## src/core/ptd_pkg.sv

```systemverilog
// shared constants and types of the pci target image decoder
`default_nettype none
package ptd_pkg;
  // -------------------------------------------------------------
  // register offsets
  // -------------------------------------------------------------
  localparam logic [7:0] OFS_CTL0  = 8'h00;
  localparam logic [7:0] OFS_ADDR0 = 8'h04;
  localparam logic [7:0] OFS_CFGB0 = 8'h08;
  localparam logic [7:0] OFS_CTL1  = 8'h0c;
  localparam logic [7:0] OFS_ADDR1 = 8'h10;
  localparam logic [7:0] OFS_CFGB1 = 8'h14;
  localparam logic [7:0] OFS_MISC  = 8'h18;
  localparam logic [7:0] OFS_MISC2 = 8'h1c;
  // -------------------------------------------------------------
  // field positions
  // -------------------------------------------------------------
  localparam int CTL_EN = 31;
  localparam int CTL_SS = 30;
  localparam int CTL_PW = 29;
  localparam int CTL_PF = 28;
  localparam int CTL_BW = 27;
  localparam int CTL_FL = 26;
  localparam int CTL_WD = 24;
  localparam int CTL_BS = 20;
  localparam int CTL_TC = 16;
  localparam int ADR_TA = 16;
  localparam int MSC_BO = 8;
  localparam int M2_PIP = 8;
  localparam int M2_B4  = 9;
  localparam int M2_SB  = 10;
  localparam int M2_HB  = 11;
  localparam int M2_HLD = 12;
  localparam int EE0_BIT = 5;
  localparam int EE1_BIT = 7;
  // -------------------------------------------------------------
  // reset values and codes
  // -------------------------------------------------------------
  localparam logic [15:0] RST_BASE = 16'h0000;
  localparam logic [3:0]  RST_BS   = 4'h0;
  localparam logic [5:0]  RST_PFD  = 6'h00;
  localparam logic [1:0]  PW_32 = 2'h0;
  localparam logic [1:0]  PW_16 = 2'h1;
  localparam logic [1:0]  PW_8  = 2'h2;
  localparam logic [1:0]  CL_NONE = 2'h0;
  localparam logic [1:0]  CL_MEM  = 2'h1;
  localparam logic [1:0]  CL_IO   = 2'h2;
  localparam logic [1:0]  CL_CFG  = 2'h3;
  localparam int DEVSEL_CLKS = 2;
  typedef enum logic [2:0] {
    ST_IDLE   = 3'h1,
    ST_DECODE = 3'h2,
    ST_CLAIM  = 3'h4
  } ptd_st_t;
  typedef struct packed {
    logic        en;
    logic        ss;
    logic        post;
    logic        pf;
    logic        bw;
    logic        flip;
    logic [1:0]  width;
    logic [3:0]  bs;
    logic [3:0]  tc;
    logic [15:0] base;
    logic [15:0] ta;
    logic        ee;
  } ptd_img_t;
  typedef struct packed {
    logic [7:0] byte7;
    logic [7:0] byte8;
    logic [3:0] bs0;
    logic       ss0;
    logic [3:0] bs1;
    logic       ss1;
  } ptd_ee_t;
  typedef struct packed {
    logic       img;
    logic       wr;
    logic       io;
    logic [3:0] tc;
    logic [1:0] width;
    logic       little;
    logic       post;
    logic       prefetch;
    logic       burst_rd;
    logic       burst_wr;
    logic       beats4;
    logic       single_pf;
    logic       hold_bb;
    logic [5:0] pf_depth;
  } ptd_req_t;
endpackage
`default_nettype wire

```

## src/core/ptd_decoder.sv

```systemverilog
// two-image pci target address decoder with register file
// Operation
// - two images, each enabled; none enabled claims no memory or io cycle
// - space bit picks memory or io commands
// - block code sets compared upper address bits
// - local address swaps decoded bits for translation
// - devsel within two clocks of frame
// - accepted commands, read/write aliases folded
// - drive image cycle code on local cycles
// - per-image posted or delayed writes
// - prefetch enable, depth global or image one
// - burst write enable, four-beat global choice
// - single-beat prefetch in burst mode
// - hold bus busy across back-to-back cycles
// - per-image flip of global byte order
// - per-image local port width
// - eeprom bits enable image base setup
// - eeprom loads size and space read-only
// - eeprom mode: base written via config register
// - config base writable only above block size
// - otherwise base via address register, no sizing
// - hold bit retries all claimed pci accesses, memory, io and config alike
// - port width 32, 16 or 8 bits
// - bursts only in burst-capable master mode
`default_nettype none
module ptd_decoder
  import ptd_pkg::*;
(
  input  wire logic        REF_CLK_I,
  input  wire logic        RST_N_I,
  input  wire logic        FRAME_N_I,
  input  wire logic [31:0] AD_I,
  input  wire logic [3:0]  CBE_N_I,
  input  wire logic        IDSEL_I,
  input  wire logic        HOLD_STRAP_I,
  input  wire logic        BURST_MODE_I,
  input  wire logic        EE_LOAD_I,
  input  wire ptd_ee_t     EE_I,
  input  wire logic [7:0]  REG_ADDR_I,
  input  wire logic [31:0] REG_WDATA_I,
  input  wire logic        REG_WR_I,
  input  wire logic        REG_RD_I,
  output logic [31:0]      REG_RDATA_O,
  output logic             DEVSEL_N_O,
  output logic             DEVSEL_OE_O,
  output logic             STOP_N_O,
  output logic             STOP_OE_O,
  output logic             CFG_HIT_O,
  output logic             LB_START_O,
  output logic [31:0]      LB_ADDR_O,
  output ptd_req_t         LB_REQ_O
);
  // -------------------------------------------------------------
  // state
  // -------------------------------------------------------------
  typedef struct packed {
    ptd_st_t         st;
    ptd_img_t [1:0]  img;
    logic [5:0]      pfd;
    logic [5:0]      pfd2;
    logic            little;
    logic            per_img;
    logic            beats4;
    logic            single_pf;
    logic            hold_bb;
    logic            hold;
    logic            burst_mode;
    logic            strap_done;
    logic            frame_q;
    logic [31:0]     ad;
    logic [3:0]      cmd;
    logic            idsel;
    logic            devsel_n;
    logic            stop_n;
    logic            oe;
    logic            start;
    logic            cfg_hit;
    logic [31:0]     laddr;
    ptd_req_t        req;
    logic [31:0]     rdata;
  } ptd_core_t;

  ptd_core_t q;
  ptd_core_t n;
  logic      rst_meta_r;
  logic      rst_sync_r;
  logic [2:0] cls;
  logic [1:0] hit;
  logic       cfg_ok;

  // -------------------------------------------------------------
  // helpers
  // -------------------------------------------------------------
  function automatic logic [15:0] size_mask(input logic [3:0] bs);
    size_mask = 16'hffff << bs;
  endfunction

  // returns {class, write}
  function automatic logic [2:0] cmd_decode(input logic [3:0] c);
    case (c)
      4'h2:    cmd_decode = {CL_IO, 1'b0};
      4'h3:    cmd_decode = {CL_IO, 1'b1};
      4'h6,
      4'hc,
      4'he:    cmd_decode = {CL_MEM, 1'b0};
      4'h7,
      4'hf:    cmd_decode = {CL_MEM, 1'b1};
      4'ha:    cmd_decode = {CL_CFG, 1'b0};
      4'hb:    cmd_decode = {CL_CFG, 1'b1};
      default: cmd_decode = {CL_NONE, 1'b0};
    endcase
  endfunction

  function automatic logic img_hit(input ptd_img_t m, input logic [1:0] c,
                                   input logic [15:0] a);
    img_hit = m.en
      && ((m.ss && c == CL_IO) || (!m.ss && c == CL_MEM))
      && (((a ^ m.base) & size_mask(m.bs)) == 16'h0000);
  endfunction

  function automatic logic [31:0] ctl_rd(input ptd_img_t m);
    ctl_rd = {m.en, m.ss, m.post, m.pf, m.bw, m.flip, m.width,
              m.bs, m.tc, 16'h0000};
  endfunction

  assign cls    = cmd_decode(q.cmd);
  assign hit[0] = img_hit(q.img[0], cls[2:1], q.ad[31:16]);
  assign hit[1] = img_hit(q.img[1], cls[2:1], q.ad[31:16]);
  assign cfg_ok = cls[2:1] == CL_CFG && q.idsel && q.ad[1:0] == 2'h0;

  // -------------------------------------------------------------
  // next state
  // -------------------------------------------------------------
  always_comb begin
    logic       sel;
    logic [15:0] mk;
    logic [7:0] oc;
    logic [7:0] oa;
    logic [7:0] ob;
    sel = 1'b0;
    mk  = 16'h0000;
    oc  = 8'h00;
    oa  = 8'h00;
    ob  = 8'h00;
    n = q;
    n.frame_q = FRAME_N_I;
    n.start   = 1'b0;
    n.cfg_hit = 1'b0;
    // eeprom setup load
    if (EE_LOAD_I) begin
      n.img[0].ee = EE_I.byte7[EE0_BIT];
      n.img[1].ee = EE_I.byte8[EE1_BIT];
      if (EE_I.byte7[EE0_BIT]) begin
        n.img[0].bs = EE_I.bs0;
        n.img[0].ss = EE_I.ss0;
      end
      if (EE_I.byte8[EE1_BIT]) begin
        n.img[1].bs = EE_I.bs1;
        n.img[1].ss = EE_I.ss1;
      end
    end
    // register writes; port only used while device is not mastering
    for (int i = 0; i < 2; i++) begin
      oc = (i == 1) ? OFS_CTL1 : OFS_CTL0;
      oa = (i == 1) ? OFS_ADDR1 : OFS_ADDR0;
      ob = (i == 1) ? OFS_CFGB1 : OFS_CFGB0;
      mk = size_mask(q.img[i].bs);
      if (REG_WR_I && REG_ADDR_I == oc) begin
        n.img[i].en    = REG_WDATA_I[CTL_EN];
        n.img[i].post  = REG_WDATA_I[CTL_PW];
        n.img[i].pf    = REG_WDATA_I[CTL_PF];
        n.img[i].bw    = REG_WDATA_I[CTL_BW];
        n.img[i].flip  = REG_WDATA_I[CTL_FL];
        n.img[i].width = REG_WDATA_I[CTL_WD +: 2];
        n.img[i].tc    = REG_WDATA_I[CTL_TC +: 4];
        if (!q.img[i].ee) begin
          n.img[i].ss = REG_WDATA_I[CTL_SS];
          n.img[i].bs = REG_WDATA_I[CTL_BS +: 4];
        end
      end
      if (REG_WR_I && REG_ADDR_I == oa) begin
        n.img[i].ta = REG_WDATA_I[ADR_TA +: 16];
        if (!q.img[i].ee) begin
          n.img[i].base = REG_WDATA_I[15:0];
        end
      end
      if (REG_WR_I && REG_ADDR_I == ob && q.img[i].ee) begin
        n.img[i].base = REG_WDATA_I[31:16] & mk;
      end
    end
    if (REG_WR_I && REG_ADDR_I == OFS_MISC) begin
      n.pfd    = REG_WDATA_I[5:0];
      n.little = REG_WDATA_I[MSC_BO];
    end
    if (REG_WR_I && REG_ADDR_I == OFS_MISC2) begin
      n.pfd2      = REG_WDATA_I[5:0];
      n.per_img   = REG_WDATA_I[M2_PIP];
      n.beats4    = REG_WDATA_I[M2_B4];
      n.single_pf = REG_WDATA_I[M2_SB];
      n.hold_bb   = REG_WDATA_I[M2_HB];
      n.hold      = REG_WDATA_I[M2_HLD];
    end
    // straps caught once after reset release, winning over a write
    if (!q.strap_done) begin
      n.strap_done = 1'b1;
      n.hold       = HOLD_STRAP_I;
      n.burst_mode = BURST_MODE_I;
    end
    // register reads, answer stands one cycle
    n.rdata = 32'h0000_0000;
    if (REG_RD_I) begin
      case (REG_ADDR_I)
        OFS_CTL0:  n.rdata = ctl_rd(q.img[0]);
        OFS_CTL1:  n.rdata = ctl_rd(q.img[1]);
        OFS_ADDR0: n.rdata = {q.img[0].ta, q.img[0].base};
        OFS_ADDR1: n.rdata = {q.img[1].ta, q.img[1].base};
        OFS_CFGB0: n.rdata = {q.img[0].base, 15'h0000, q.img[0].ss};
        OFS_CFGB1: n.rdata = {q.img[1].base, 15'h0000, q.img[1].ss};
        OFS_MISC:  n.rdata = {23'h000000, q.little, 2'h0, q.pfd};
        OFS_MISC2: n.rdata = {19'h00000, q.hold, q.hold_bb, q.single_pf,
                              q.beats4, q.per_img, 2'h0, q.pfd2};
        default:   n.rdata = 32'h0000_0000;
      endcase
    end
    // address phase sequencing
    case (q.st)
      ST_IDLE: begin
        if (!FRAME_N_I && q.frame_q) begin
          n.ad    = AD_I;
          n.cmd   = ~CBE_N_I;
          n.idsel = IDSEL_I;
          n.st    = ST_DECODE;
        end
      end
      ST_DECODE: begin
        n.st = ST_IDLE;
        if (hit != 2'h0 || cfg_ok) begin
          n.devsel_n = 1'b0;
          n.oe       = 1'b1;
          n.stop_n   = !q.hold;
          n.st       = ST_CLAIM;
          n.cfg_hit  = cfg_ok && !q.hold;
          if (hit != 2'h0 && !q.hold) begin
            sel = !hit[0];
            mk  = size_mask(q.img[sel].bs);
            n.start = 1'b1;
            n.laddr = {(q.img[sel].ta & mk) | (q.ad[31:16] & ~mk),
                       q.ad[15:0]};
            n.req.img      = sel;
            n.req.wr       = cls[0];
            n.req.io       = q.img[sel].ss;
            n.req.tc       = q.img[sel].tc;
            n.req.width    = q.img[sel].width;
            n.req.little   = q.little ^ q.img[sel].flip;
            n.req.post     = cls[0] && q.img[sel].post;
            n.req.prefetch = !cls[0] && q.img[sel].pf;
            n.req.pf_depth = (sel && q.per_img) ? q.pfd2 : q.pfd;
            n.req.burst_rd = !cls[0] && q.img[sel].pf && q.burst_mode
                             && !q.single_pf;
            n.req.burst_wr = cls[0] && q.img[sel].bw && q.burst_mode;
            n.req.beats4   = q.beats4;
            n.req.single_pf = q.single_pf && q.burst_mode;
            n.req.hold_bb  = q.hold_bb;
          end
        end
      end
      ST_CLAIM: begin
        if (FRAME_N_I) begin
          n.devsel_n = 1'b1;
          n.stop_n   = 1'b1;
          n.oe       = 1'b0;
          n.st       = ST_IDLE;
        end
      end
      default: begin
        n.st = ST_IDLE;
      end
    endcase
  end

  // -------------------------------------------------------------
  // registers
  // -------------------------------------------------------------
  always_ff @(posedge REF_CLK_I or negedge RST_N_I) begin
    if (!RST_N_I) begin
      rst_meta_r <= 1'b0;
      rst_sync_r <= 1'b0;
    end else begin
      rst_meta_r <= 1'b1;
      rst_sync_r <= rst_meta_r;
    end
  end

  always_ff @(posedge REF_CLK_I or negedge rst_sync_r) begin
    if (!rst_sync_r) begin
      q          <= '0;
      q.st       <= ST_IDLE;
      q.frame_q  <= 1'b1;
      q.devsel_n <= 1'b1;
      q.stop_n   <= 1'b1;
      q.pfd      <= RST_PFD;
      q.pfd2     <= RST_PFD;
      for (int i = 0; i < 2; i++) begin
        q.img[i].base  <= RST_BASE;
        q.img[i].bs    <= RST_BS;
        q.img[i].width <= PW_32;
      end
    end else begin
      q <= n;
    end
  end

  assign REG_RDATA_O = q.rdata;
  assign DEVSEL_N_O  = q.devsel_n;
  assign DEVSEL_OE_O = q.oe;
  assign STOP_N_O    = q.stop_n;
  assign STOP_OE_O   = q.oe;
  assign CFG_HIT_O   = q.cfg_hit;
  assign LB_START_O  = q.start;
  assign LB_ADDR_O   = q.laddr;
  assign LB_REQ_O    = q.req;
endmodule
`default_nettype wire

```

## config.mk

```make
export PLATFORM = sky130hd
export DESIGN_NAME = ptd_decoder
export DESIGN_NICKNAME = d
export VERILOG_FILES = /design/src/core/ptd_pkg.sv /design/src/core/ptd_decoder.sv
export SDC_FILE = /design/constraint.sdc
export NUM_CORES = 1
export LEC_CHECK = 0
export BUFFER_PORTS_ARGS = -buffer_cell sky130_fd_sc_hd__buf_2
export CAP_MARGIN = 30
export CORE_MARGIN = 1
export CORE_UTILIZATION = 52
export CTS_CLUSTER_SIZE = 16
export DETAILED_ROUTE_END_ITERATION = 10
export PLACE_DENSITY = 0.77
export SYNTH_ARGS = -nofsm -noshare
export SYNTH_HDL_FRONTEND = slang
export SYNTH_SLANG_ARGS = --single-unit
```

## constraint.sdc

```tcl
create_clock -name REF_CLK_I -period 7.1 [get_ports REF_CLK_I]
set_input_delay 0.355 -clock REF_CLK_I [delete_from_list [all_inputs] [get_ports REF_CLK_I]]
set_output_delay 0.355 -clock REF_CLK_I [all_outputs]
set_load 0.005 [all_outputs]
```

Word level (Yosys, flattened, before mapping)
Memories as Yosys holds them, arrays and structs flattened.
Index checks and enable logic that the tools add are counted.
{"block": "word_totals", "rom_bits": 48, "word_cells": 190, "n_memories": 1, "out_inout_bits": 93, "reg_bits": 253}
{"memory": "(name not given)", "words": 16, "word_bits": 3, "rd": 1, "rd_ports_with_merged_regs": 0, "wr": 0, "line": "ptd_decoder.sv:100", "source": "case (c)"}
{"block": "classes", "n_lt_le_gt_ge": 1, "eq_ne": 19, "n_shift": 3, "n_reduce_logical": 55, "bitwise": 12, "n_mux": 37}
{"operator": "32-bit one-hot mux with 8 select lines", "n": 1}
{"operator": "16-bit AND", "n": 6}
{"operator": "32-bit 2-to-1 mux", "n": 3}
{"operator": "48-bit 2-to-1 mux", "n": 2}
{"operator": "16-bit 2-to-1 mux", "n": 4}
{"operator": "60-bit 2-to-1 mux", "n": 1}
{"operator": "57-bit 2-to-1 mux", "n": 1}
{"operator": "55-bit 2-to-1 mux", "n": 1}
{"operator": "16-bit by 4-bit left shift with 16-bit output, first input constant", "n": 3}
{"operator": "8-bit by 5-bit equality test with 1-bit output, second input constant", "n": 4}
{"operator": "16-bit zero test", "n": 2}
{"operator": "16-bit bitwise XOR", "n": 2}
{"operator": "1-bit logical AND", "n": 31}
{"operator": "15-bit 2-to-1 mux", "n": 2}
{"operator": "4-bit 2-to-1 mux", "n": 6}
{"operator": "8-bit by 4-bit equality test with 1-bit output, second input constant", "n": 2}
{"operator": "16-bit inverter", "n": 1}
{"operator": "16-bit OR", "n": 1}
{"operator": "3-bit 2-to-1 mux", "n": 5}
{"operator": "3-bit one-hot mux with 3 select lines", "n": 1}
{"operator": "8-bit by 3-bit equality test with 1-bit output, second input constant", "n": 1}
{"operator": "8-bit zero test", "n": 1}
{"operator": "1-bit 2-to-1 mux", "n": 8}
{"operator": "2-bit AND reduction", "n": 4}
{"operator": "other kinds (17)", "n": 34}

Logic depth before layout (Yosys ltp)
Gate-level depths: netlist of run 1.
An unclocked memory read counts as a cell.
{"block": "depth", "word_depth": 16, "depth_mapped": 11, "mapped_depth_nobuf": 8}

Least setup slack after synthesis of run 1
OpenSTA, ideal clock, no wires.
{"block": "synth_path", "kind": "reg-to-reg", "from": "reg q[190] in the netlist's numbering", "to": "reg q, in the netlist LB_REQ_O[14]", "arrival_ns": 2.291, "path_stages_with_launch": 10, "path_slack_ns": 4.682, "path_buffers": 4, "required_time_ns": 6.973, "synth_period_minus_slack_ns": 2.418, "setup_ns": 0.127, "cell_sequence": "dfrtp_1 -> buf_2 -> buf_2 -> a21oi_1 -> or3_1 -> buf_2 -> nor2_4 -> buf_4 -> mux2_2 -> mux2_1"}
{"block": "synth_via", "elab_chain_len": 7}
{"item": "start: declaration", "line": "ptd_decoder.sv:83", "source": "ptd_core_t q;"}
{"item": "start signal: assignment", "line": "ptd_decoder.sv:309", "source": "q <= n;"}
{"item": "16-bit by 4-bit left shift with 16-bit output (*)", "line": "ptd_decoder.sv:95", "source": "size_mask = 16'hffff << bs;"}
{"item": "16-bit AND (*)", "line": "ptd_decoder.sv:118", "source": "&& (((a ^ m.base) & size_mask(m.bs)) == 16'h0000);"}
{"item": "16-bit zero test (*)", "line": "ptd_decoder.sv:118"}
{"item": "1-bit logical AND (*)", "line": "ptd_decoder.sv:118"}
{"item": "2-bit nonzero test", "line": "ptd_decoder.sv:237, ptd_decoder.sv:243"}
{"item": "1-bit logical OR or 1-bit logical AND (tied branches)", "line": "ptd_decoder.sv:237, ptd_decoder.sv:243"}
{"item": "3-bit AND reduction (no source line)"}
Mark *: on every way between the ends. The rest lies on a longest branch, timed or not. The select of a mux whose other input is x is not followed.
A chain may end at the register's enable or synchronous reset.

Worst setup path in the final report of run 1
{"block": "layout_path", "from": "reg q[238] in the netlist's numbering", "to": "reg q, in the netlist LB_REQ_O[10]"}
{"block": "layout_via", "elab_chain_len": 7}
{"item": "16-bit by 4-bit left shift with 16-bit output (*)", "line": "ptd_decoder.sv:95"}
{"item": "16-bit AND (*)", "line": "ptd_decoder.sv:118"}
{"item": "16-bit zero test (*)", "line": "ptd_decoder.sv:118"}
{"item": "1-bit logical AND (*)", "line": "ptd_decoder.sv:118"}
{"item": "2-bit nonzero test (*)", "line": "ptd_decoder.sv:237, ptd_decoder.sv:243"}
{"item": "1-bit logical OR or 1-bit logical AND (tied branches)", "line": "ptd_decoder.sv:237, ptd_decoder.sv:243"}
{"item": "3-bit AND reduction (no source line) (*)"}
Mark *: on every way between the ends. The rest lies on a longest branch, timed or not.

==> summary.md, run 1 <==
| Metric | Value |
|---|---|
| Status | `finished, final reports clean` |
| Num CTS Buffers | `28` |
| Psw | `943 uW` |
| Worst setup margin | `around 3500 ps` |
| Post-CTS setup buffers | `0` |
| Reg power frac | `47.0%` |
| Core Area | `23700 um^2` |
| Pint | `2620 uW` |
| Max Clk Rate | `277 MHz` |
| Die Area | `25000 um^2` |
| Die Wd | `158 um` |
| Leak pwr | `0.00700 uW` |
| Arr. time, crit path | `4030 ps` |
| Vias in the first global route | `around 9100` |
| Total GRT Usage | `27.5%` |
| Mean Syn Cell Area | `12.0 um^2` |
| Clock power frac | `a little over two fifths` |
| Reg2reg start | `q[238]` |
| Setup TNS | `0 ps` |
| Crit path max fanout | `33` |
| Core Rows | `56` |
| DP HPWL | `22800 um` |
| Pwr Total | `between 3000 and 4000 uW` |
| CTS tree | `built` |
| WS Path Type | `reg2reg` |
| Switching share of power | `between 20% and 30%` |
| Final hold vios | `0` |
| Maximum vdd drop | `approximately 160 uV` |
| Vias/cell | `around 6.1` |
| Largest net degree at the start of global routing | `63` |
| Worst setup path end | `LB_REQ_O[10]` |
| Post-synth EDFFs | `0` |
| RSZ-0062 raised after global routing | `no` |
| First-pass GRT wire length | `51900 um` |
| Fin crit period | `about 3600 ps` |
| Fin cells | `roughly 1500` |
| Main synth FF type | `dfrtp_1` |
| Initial DRT Pass Iterations | `6` |
| Initial drt markers | `962` |
| Final Max Tran Viols | `0` |
| Post-synth top area share | `49.1%` |
| CP Launch Type | `flip-flop` |
| DR vias | `9145` |
| DP Worst Slack | `3290 ps` |
| Reg2Reg Depth | `8` |
| Final WL | `34200 um` |
| Synthesis-to-layout area growth | `12.6%` |
| Root Driver | `clkbuf_16` |
| Ys Warns | `0` |
| Final setup vio count | `0` |
| Slew @ Worst Pin | `roughly 1000 ps` |
| Cell taking the most area after synthesis | `dfrtp_1` |
| Share of layout cells above drive strength 1 | `35.9%` |
| Antenna Nets Post-Route | `0` |
| Pwr Density | `249 nW/um^2` |
| HP Class | `in2reg` |
| Crit. End Element | `flip-flop` |
| Gr ovfl total | `0` |
| DR DRC count | `0` |
| Placed Instances | `1438` |
| Sequential area share after synthesis | `50.0%` |
| Chip Height | `158 um` |
| CTS clock-pin slew for the worst setup and hold paths | `60 ps` |
| Synth async-reset ratio | `100%` |
| Worst EP required | `roughly 7500 ps` |
| Comb pwr share | `11.2%` |
| Clk buf depth | `3` |
| Clock sinks | `253` |
| Top cells by area, synth | `dfrtp_1 (49%), mux2_2 (10%), mux2i_1 (7.2%)` |
| GPL Wtd Cong | `0.896` |
| RR Endpoint | `LB_REQ_O[10]` |
| I/O Buffers | `about 190` |
| Wirelength per Cell | `22.8 um` |
| Initial antenna violation count | `3` |
| Max_cap viols | `0` |
| Post-Syn Instances | `between 1000 and 1500` |
| Clk_lat worst skew | `540 ps` |
| Synth cell types | `66` |
| Post-synth top cells | `dfrtp_1 (249), mux2_2 (113), buf_4 (91), mux2i_1 (91), a21oi_1 (67)` |
| R2r setup slk | `between 3000 and 4000 ps` |
| I/O Pins | `204` |
| Fin nets | `roughly 1300` |
| Util after Layout | `60.3%` |
| H-tree levels | `1` |
| Initial core utilization | `53.6%` |
| Worst Setup SP | `q[238]` |
| Period utilisation layout | `just over 50%` |
| CTS resizes | `0` |
| Most common cell in the synthesized netlist | `dfrtp_1` |
| Worst slew margin | `34.3%` |
| Clock skew | `about 12 ps` |
| Netlist Area Pre-Place | `12700 um^2` |
| Flops & latches, synth | `~250` |
per-layer routing:
metal | share of wire (%) | track usage [%] | vias up
met5 | 0 | 0 | -
met3 | 8.9 | 5.12 | 116
met2 | 47 | 44.3 | 522
li1 | - | - | 3973
met4 | 4.0 | 12.0 | 0
met1 | 41 | 36.3 | 4534
cell type report:
class                           instances  area, um^2
Timing Repair Buffer                  211        1170
Fill cell                            1946        9400
Clock inverter                         10         109
Multi-Input combinational cell        652        5360
Inverter                                9        38.8
Clock buffer                           42         855
Tap cell                              319         399
Sequential cell                       253        6340
Antenna cell                            2        5.00
cells in the final DEF (no fill, tap or decap), types with 3 or more instances in the layout:
cell and count:
xnor2_1 10, mux2_2 113, o21ai_0 26, clkinv_2 5
buf_4 13, dlygate4sd3_1 6, a222oi_1 12, clkbuf_1 5
nor2_1 33, nand3_1 26, nand3_2 3, nor3_1 8
dfstp_2 4, inv_1 8, xor2_1 24, a22oi_1 51
a21oi_1 67, mux2_1 33, o31ai_1 4, a31oi_1 18
clkbuf_8 8, nor3_2 3, o21ai_1 5, mux2_4 22
clkbuf_16 29, mux2i_1 91, nand2_1 42, and2_1 4
nand4_1 3, dfrtp_1 248, buf_2 189
logic make-up (layout without fill, tap and decap cells):
group	count (synthesis)	in the layout	share of synthesized area [%]
muxes	259	259	22.7
and+or+nand+nor	153	153	6.55
xor gates and xnor gates	34	34	2.35
buffers and inverters	152	272	7.91
AOI/OAI and AO/OA	204	204	10.5
other	1	4	0.0296
DFF	253	253	50.0
critical path, stage by stage, from the launching register on:
cell and delay [ps]:
dfrtp_1 900, nand3_2 300, a222oi_1 400, nand4_1 160, nor3_2 310, nand3_1 270
and2_4 360, inv_6 360, mux2_2 380
sequential cells by signal (all words and copies together) (netlist names):
signal and flops:
q 159, STOP_N_O 1, rst_meta_r 1, CFG_HIT_O 1, DEVSEL_OE_O 1, REG_RDATA_O 32
LB_START_O 1, LB_REQ_O 23, LB_ADDR_O 32, DEVSEL_N_O 1, rst_sync_r 1
stage by stage:
stage	cell area (um^2)	hold WS (ps)
after detailed placement	13300	142
final	14300	41.9
after floorplan	12700	59.4
after global routing	14300	35.4
after CTS	14300	34.8
after global placement	13200	141
how the worst min path moves through the flow:
stage               depth (start not counted)          to      from  slack, ps
CTS                                         2      q[109]  AD_I[12]         30
global placement                            1  rst_meta_r   RST_N_I        140
global route                                2      q[120]  AD_I[23]         40
floorplan                                   0  rst_meta_r   RST_N_I         60
detailed placement                          1  rst_meta_r   RST_N_I        140
finish                                      2      q[120]  AD_I[23]         40
timing repair:
item,in CTS,in global routing
endpoints found under the hold margin,7,0
hold buffers,6,0
endpoints found under the setup margin,0,0
power groups by stage:
| stage | Combinational, uW | Clock, uW | Sequential, uW |
|---|---|---|---|
| final | 398 | 1490 | 1670 |
| after global routing | 430 | 1570 | 1680 |
| after CTS | 393 | 1500 | 1670 |
| after detailed placement | 386 | 0 | 1690 |
| after global placement | 375 | 0 | 1690 |
| after floorplan | 278 | 0 | 1640 |
Note: power is estimated with default switching activity, not from simulation.
==> run 2: changes to the inputs <==
==> constraint.sdc (replaced) <==
create_clock -name REF_CLK_I -period 3.2 [get_ports REF_CLK_I]
set_input_delay 0.16 -clock REF_CLK_I [delete_from_list [all_inputs] [get_ports REF_CLK_I]]
set_output_delay 0.16 -clock REF_CLK_I [all_outputs]
set_load 0.005 [all_outputs]
==> run 2 against run 1 <==
Against the previous run:
- sequential share of layout area is 3.3 points lower
- design area grew 7.9%
- die area did not move
- clock skew up 1.0 ps
- fmax grew 19%
- power rose by 120%
- setup slack lost 3300 ps
- largest cell class unchanged
==> summary.md, run 2 (synthesis gave the netlist of run 1 again) <==
| Metric | Value |
|---|---|
| RR Endpoint | `LB_REQ_O[19] (was LB_REQ_O[10])` |
| Die Wd | `158 um (unchanged)` |
| Worst slew margin | `46.5% (was 34.3%)` |
| Max_cap viols | `0 (unchanged)` |
| Gr ovfl total | `0 (unchanged)` |
| Die Area | `25000 um^2 (unchanged)` |
| Hold path start | `EE_I[17] (was AD_I[23])` |
| Placed instance area | `13500 um^2 (was 13300 um^2)` |
| Top reg by flops | `q (unchanged)` |
| DP HPWL | `23800 um (was 22800 um)` |
| Antenna Nets Post-Route | `0 (unchanged)` |
| Crit. End Element | `flip-flop (unchanged)` |
| H-tree levels | `1 (unchanged)` |
| Initial DRT Pass Iterations | `8 (was 6)` |
| Post-CTS setup buffers | `0 (unchanged)` |
| Vias/cell | `6.06 (was 6.10)` |
| CP max stage delay | `620 ps (was 900 ps)` |
| Final setup vio count | `0 (unchanged)` |
| CP max-delay cell | `dfrtp_1 (unchanged)` |
| Core Area | `23700 um^2 (unchanged)` |
| Num CTS Buffers | `27 (was 28)` |
| Clk_lat worst skew | `540 ps (about the same)` |
| Reg power frac | `46.3% (was 47.0%)` |
| Clk buf depth | `3 (unchanged)` |
| First-pass GRT wire length | `57200 um (was 51900 um)` |
| Worst EP required | `3620 ps (was 7520 ps)` |
| DR DRC count | `0 (unchanged)` |
| Most frequent cells in the layout | `dfrtp_1 (247), buf_2 (189), mux2_2 (113) (was dfrtp_1 (248), buf_2 (189), mux2_2 (113))` |
| Fin nets | `1389 (was 1266)` |
| RSZ-0062 raised after global routing | `no (unchanged)` |
| Clock power frac | `40.5% (was 41.8%)` |
| Wirelength per Cell | `23.1 um (was 22.8 um)` |
| Comb pwr share | `13.2% (was 11.2%)` |
| Max Clk Rate | `330 MHz (was 277 MHz)` |
| Hold Crit Depth | `3 (was 2)` |
| Largest net degree at the start of global routing | `81 (was 63)` |
| Psw | `2130 uW (was 943 uW)` |
| DR vias | `9785 (was 9145)` |
| Period utilisation layout | `94.7% (was 50.9%)` |
| CP Launch Type | `flip-flop (unchanged)` |
| Pint | `5850 uW (was 2620 uW)` |
| Largest register FFs | `159 (unchanged)` |
| Total GRT Usage | `30.5% (was 27.5%)` |
| Vias in the first global route | `10100 (was 9134)` |
| HP Class | `in2reg (unchanged)` |
| Leak pwr | `0.00754 uW (was 0.00700 uW)` |
| WS Path Type | `reg2reg (unchanged)` |
| Setup TNS | `0 ps (unchanged)` |
| Initial antenna violation count | `1 (was 3)` |
| Hold Path End | `q[199] (was q[120])` |
| Maximum vdd drop | `389 uV (was 161 uV)` |
| Initial core utilization | `53.6% (unchanged)` |
| I/O Pins | `204 (unchanged)` |
| Final hold vios | `0 (unchanged)` |
| Crit path max fanout | `10 (was 33)` |
| Diodes inserted | `0 (was 2)` |
| CTS clock-pin slew for the worst setup and hold paths | `60 ps (about the same)` |
| Final WL | `37300 um (was 34200 um)` |
| Core Rows | `56 (unchanged)` |
| Share of layout cells above drive strength 1 | `35.0% (was 35.9%)` |
| Reg2Reg Depth | `8 (unchanged)` |
| Status | `finished, final reports clean (unchanged)` |
| Fin crit period | `3030 ps (was 3610 ps)` |
| Synthesis-to-layout area growth | `21.6% (was 12.6%)` |
| Worst Setup SP | `q[188] (was q[238])` |
| Slew @ Worst Pin | `801 ps (was 983 ps)` |
| GPL Wtd Cong | `0.922 (was 0.896)` |
| Leading cell type in the layout, fill and taps excluded | `dfrtp_1 (unchanged)` |
| Reg2reg start | `q[188] (was q[238])` |
| Arr. time, crit path | `3450 ps (was 4030 ps)` |
| Pwr Density | `518 nW/um^2 (was 249 nW/um^2)` |
| Chip Height | `158 um (unchanged)` |
| Initial drt markers | `1077 (was 962)` |
| Root Driver | `clkbuf_16 (unchanged)` |
| Final Max Tran Viols | `0 (unchanged)` |
| R2r setup slk | `170 ps (was 3490 ps)` |
| Clock sinks | `253 (unchanged)` |
| Cell area after layout | `15400 um^2 (was 14300 um^2)` |
| Switching share of power | `26.7% (was 26.5%)` |
| CTS tree | `built (unchanged)` |
| I/O Buffers | `189 (unchanged)` |
| CP Cell Sequence | `nor3_1 > nand2b_1 > a221oi_2 > nand4_1 > nor2_4 > buf_12 > mux2_2 > mux2_1 (was nand3_2 > a222oi_1 > nand4_1 > nor3_2 > nand3_1 > and2_4 > inv_6 > mux2_2)` |
| Clock skew | `12.8 ps (was 11.7 ps)` |
run 2: cell types whose count changed in the layout (fill, tap and decap cells not counted), sizes merged:
cell,before,now
dlygate4sd3,6,96
buf,205,239
clkbuf,42,31
clkinv,6,9
bufinv,2,4
diode,2,0
clkinvlp,2,3
run 2: worst max path at each step:
stage               cells after the start  slack (ps)      endpoint
floorplan                               0         660     CFG_HIT_O
global placement                        8         320  LB_REQ_O[19]
detailed placement                      8         260  LB_REQ_O[19]
CTS                                     8         240  LB_REQ_O[19]
global route                            8          20  LB_REQ_O[17]
finish                                  8         170  LB_REQ_O[19]
run 2: per-stage QoR:
| stage | power [uW] | setup WS (ps) | util, % | cells | hold WS (ps) |
|---|---|---|---|---|---|
| floorplan | 4260 | 661 | - | 1057 | -136 |
| global placement | 4620 | 318 | 57.2 | 1472 | -53.8 |
| detailed placement | 4650 | 264 | 57.2 | 1472 | -53.1 |
| CTS | 7980 | 237 | 65.1 | 1615 | 182 |
| global route | 8250 | 24.8 | 65.1 | 1615 | 195 |
| finish | 7990 | 170 | 65.1 | 1615 | 189 |
run 2: final cells by class:
cell class | instances | area (um^2)
clock buffer | 31 | 721
clock inverter | 16 | 195
fill | 1837 | 8260
inverter | 9 | 38.8
multi-input combinational | 652 | 5350
sequential | 253 | 6340
tap | 319 | 399
timing repair buffer | 335 | 2370
run 2: power groups by stage:
stage | Clock (uW) | Combinational (uW) | Sequential (uW)
CTS | 3270 | 1030 | 3680
finish | 3240 | 1050 | 3700
global placement | 0 | 902 | 3720
floorplan | 0 | 618 | 3650
detailed placement | 0 | 918 | 3740
global route | 3400 | 1130 | 3720
run 2: per-layer routing:
layer  vias to the layer above  wire [um]  GRT usage [%]
met1                      4841      14400           38.5
met5                         -         13              0
met2                       607      17900           50.9
li1                       4203          -              -
met3                       132       3270           5.28
met4                         2       1730           14.1
run 2: timing repair:
action                                  CTS  global route
endpoints found under the hold margin   157             0
hold buffers                             96             0
endpoints found under the setup margin    0             5
gates resized for setup                   0             1
run 2: critical path, delay by kind of cell (launching register included):
kind / cells / cell delay (ps)
AND/OR/NAND/NOR: 4 / 1070
multiplexers: 2 / 630
flip-flops: 1 / 620
AO/OA/AOI/OAI: 1 / 410
buffers and inverters: 1 / 170
==> run 3: changes to the inputs <==
--- a/config.mk
+++ b/config.mk
@@ -5,6 +5,7 @@
 export SDC_FILE = /design/constraint.sdc
 export NUM_CORES = 1
 export LEC_CHECK = 0
+export ABC_AREA = 1
 export BUFFER_PORTS_ARGS = -buffer_cell sky130_fd_sc_hd__buf_2
 export CAP_MARGIN = 30
 export CORE_MARGIN = 1
==> run 3 against run 2 <==
Against the previous run:
- clock power shrank 7.4%
- highest routed layer is now met4
- hold slack got worse by 170 ps
- largest power group unchanged
- clock skew is 2.3 ps higher
- routed wire length rose by 21%
- count of clock-buffer cells in the layout is 10 higher
==> summary.md, run 3 <==
| Metric | Value |
|---|---|
| Cell area after layout | `15300 um^2 (was 15400 um^2)` |
| Final Max Tran Viols | `0 (unchanged)` |
| Post-Syn Instances | `1603 (was 1056)` |
| DP HPWL | `32500 um (was 23800 um)` |
| Hold Crit Depth | `3 (unchanged)` |
| Initial core utilization | `53.8% (was 53.6%)` |
| Vias/cell | `5.63 (was 6.06)` |
| Synth async-reset ratio | `100% (unchanged)` |
| Sequential area share after synthesis | `49.6% (was 50.0%)` |
| RSZ-0062 raised after global routing | `no (unchanged)` |
| Initial drt markers | `1341 (was 1077)` |
| Storage element area | `6340 um^2 (about the same)` |
| Max_cap viols | `0 (unchanged)` |
| Top cells by area, synth | `dfrtp_1 (49%), nand2_1 (12%), o21ai_0 (7.9%) (was dfrtp_1 (49%), mux2_2 (10%), mux2i_1 (7.2%))` |
| DR DRC count | `0 (unchanged)` |
| Pint | `5960 uW (was 5850 uW)` |
| Cell taking the most area after synthesis | `dfrtp_1 (unchanged)` |
| Synth cell types | `43 (was 66)` |
| Reg2Reg Depth | `14 (was 8)` |
| Leading cell type in the layout, fill and taps excluded | `nand2_1 (was dfrtp_1)` |
| Worst EP required | `3670 ps (was 3620 ps)` |
| Share of layout cells above drive strength 1 | `17.3% (was 35.0%)` |
| Leak pwr | `0.00774 uW (was 0.00754 uW)` |
| Top reg by flops | `q (unchanged)` |
| Most common cell on crit path | `nand2_1` |
| Reg2reg start | `q[188] (unchanged)` |
| CTS resizes | `0 (unchanged)` |
| CTS tree | `built (unchanged)` |
| Slew @ Worst Pin | `752 ps (was 801 ps)` |
| Crit. End Element | `flip-flop (unchanged)` |
| Root Driver | `clkbuf_16 (unchanged)` |
| Placed Instances | `2010 (was 1472)` |
| # fillers | `2044 (was 1837)` |
| Core Area | `23800 um^2 (was 23700 um^2)` |
| Main synth FF type | `dfrtp_1 (unchanged)` |
| Crit path max fanout | `31 (was 10)` |
| Most common cell in the synthesized netlist | `nand2_1 (was dfrtp_1)` |
| Final WL | `45100 um (was 37300 um)` |
| Clock sinks | `253 (unchanged)` |
| Fin nets | `1917 (was 1389)` |
| Post-synth top area share | `48.8% (was 49.1%)` |
| Die Wd | `159 um (was 158 um)` |
| Clock skew | `15.1 ps (was 12.8 ps)` |
| Post-CTS setup buffers | `0 (unchanged)` |
| Ys Warns | `0 (unchanged)` |
| Pwr Density | `580 nW/um^2 (was 518 nW/um^2)` |
| Clock power frac | `33.8% (was 40.5%)` |
| Clk_lat worst skew | `540 ps (about the same)` |
| I/O Pins | `204 (unchanged)` |
| Wirelength per Cell | `21.1 um (was 23.1 um)` |
| Mean Syn Cell Area | `7.97 um^2 (was 12.0 um^2)` |
| CP Cell Sequence | `nand2_1 > nand2_1 > inv_2 > o21ai_1 > nand3_1 > nor2_8 > nand2_4 > buf_12 > inv_2 > buf_4 > nand2_1 > o211ai_1 > o211ai_1 > nand2_1 (was nor3_1 > nand2b_1 > a221oi_2 > nand4_1 > nor2_4 > buf_12 > mux2_2 > mux2_1)` |
| Total GRT Usage | `36.1% (was 30.5%)` |
| Final hold vios | `0 (unchanged)` |
| Core Rows | `56 (unchanged)` |
| Gr ovfl total | `0 (unchanged)` |
| Maximum vdd drop | `368 uV (was 389 uV)` |
| Die Area | `25200 um^2 (was 25000 um^2)` |
| Most frequent cells in the layout | `nand2_1 (416), dfrtp_1 (248), o21ai_0 (202) (was dfrtp_1 (247), buf_2 (189), mux2_2 (113))` |
| CP max stage delay | `690 ps (was 620 ps)` |
| GPL Wtd Cong | `1.00 (was 0.922)` |
| Clk buf depth | `3 (unchanged)` |
| Antenna Nets Post-Route | `0 (unchanged)` |
| CP max-delay cell | `dfrtp_1 (unchanged)` |
| Vias in the first global route | `11700 (was 10100)` |
| Post-synth top cells | `nand2_1 (416), dfrtp_1 (249), o21ai_0 (202) (was dfrtp_1 (249), mux2_2 (113), buf_4 (91), mux2i_1 (91), a21oi_1 (67))` |
| Cell family with most CP delay | `simple AND/OR/NAND/NOR gates (unchanged)` |
| Switching share of power | `32.7% (was 26.7%)` |
| HP Class | `in2reg (unchanged)` |
| CP bufs+invs | `4 (was 1)` |
| Placed instance area | `13600 um^2 (was 13500 um^2)` |
| Hold path start | `REG_WDATA_I[19] (was EE_I[17])` |
| DR vias | `12100 (was 9785)` |
| Reg power frac | `44.6% (was 46.3%)` |
| CP Launch Type | `flip-flop (unchanged)` |
| Util after Layout | `64.3% (was 65.1%)` |
| WS Path Type | `reg2reg (unchanged)` |
| H-tree levels | `1 (unchanged)` |
| Max Clk Rate | `358 MHz (was 330 MHz)` |
| Largest net degree at the start of global routing | `100 (was 81)` |
| Psw | `2900 uW (was 2130 uW)` |
| Cts-stage hold buffer count | `86 (was 96)` |
| Area of the multi-input gates | `4740 um^2 (was 5350 um^2)` |
| Comb pwr share | `21.6% (was 13.2%)` |
| Netlist Area Pre-Place | `12800 um^2 (was 12700 um^2)` |
| I/O Buffers | `189 (unchanged)` |
| Setup TNS | `0 ps (unchanged)` |
| Worst Setup SP | `q[188] (unchanged)` |
| Arr. time, crit path | `3260 ps (was 3450 ps)` |
| Largest register FFs | `159 (unchanged)` |
| Initial antenna violation count | `1 (unchanged)` |
| Synthesis-to-layout area growth | `19.6% (was 21.6%)` |
| WP depth | `14 (was 8)` |
| Chip Height | `159 um (was 158 um)` |
| Post-synth EDFFs | `0 (unchanged)` |
| Final setup vio count | `0 (unchanged)` |
| Flops & latches, synth | `253 (unchanged)` |
| Fin cells | `2143 (was 1615)` |
| Initial DRT Pass Iterations | `6 (was 8)` |
| Period utilisation layout | `87.3% (was 94.7%)` |
| Status | `finished, final reports clean (unchanged)` |
| Fin crit period | `2800 ps (was 3030 ps)` |
| CTS clock-pin slew for the worst setup and hold paths | `60 ps (about the same)` |
| Num CTS Buffers | `27 (unchanged)` |
| Worst slew margin | `49.7% (was 46.5%)` |
| First-pass GRT wire length | `68900 um (was 57200 um)` |
run 3: final timing paths:
| path | to | slack, ps |
|---|---|---|
| worst max-delay path | LB_ADDR_O[23] | 400 |
| worst min-delay path | q[235] | 20 |
| worst max register to register | LB_ADDR_O[23] | 400 |
| worst min register to register | q[250] | 350 |
| max in group asynchronous | q[203] | 1910 |
| min in group asynchronous | q[250] | 350 |
run 3: kinds of logic (layout without fill, tap and decap cells):
group	after synthesis	in the layout	share of synthesized area [%]
AOI/OAI and AO/OA	378	378	16.3
xor gates and xnor gates	8	8	0.549
buffers and inverters	342	561	13.3
DFF	253	253	49.6
muxes	7	7	0.598
other	1	3	0.0294
and+or+nand+nor	614	614	19.7
run 3: per-layer routing:
metal	share of wire, %	vias to the layer above	global-route usage, %	wire length (um)
met4	4.7	0	16.9	2130
met3	10	119	6.32	4530
met2	46	696	57.1	20700
li1	-	5516	-	-
met5	0	-	0	0
met1	39	5735	48.2	17700
run 3: worst register-to-register path, stage by stage, from the launching register on:
cell and delay (ps):
dfrtp_1 690, nand2_1 170, nand2_1 130, inv_2 50, o21ai_1 70, nand3_1 220, nor2_8 240, nand2_4 160
buf_12 210, inv_2 190, buf_4 220, nand2_1 80, o211ai_1 90, o211ai_1 120, nand2_1 80
run 3: cell type report:
class | count | area share (%)
antenna | 1 | 0.0164
clock buffer | 41 | 5.09
clock inverter | 5 | 0.328
inverter | 191 | 4.69
multi-input combinational | 1009 | 31.0
sequential | 253 | 41.5
tap | 319 | 2.61
timing repair buffer | 324 | 14.7
run 3: power groups by stage:
stage                     combinational [uW]  clock (uW)  sequential, uW
after global routing                    2130        3140            3990
after CTS                               1870        3020            3940
after global placement                  1750           0            3980
after detailed placement                1770           0            3990
after floorplan                         1120           0            3880
final                                   1910        3000            3960
run 3: per-stage QoR:
step           hold WS, ps  worst slack (ps)  total power [uW]
2_1_floorplan         -136               661              5000
3_3_place_gp         -54.2               523              5720
3_5_place_dp         -52.9               464              5760
4_1_cts               1.31               426              8820
5_1_grt               11.1               190              9270
6_report              18.5               405              8860
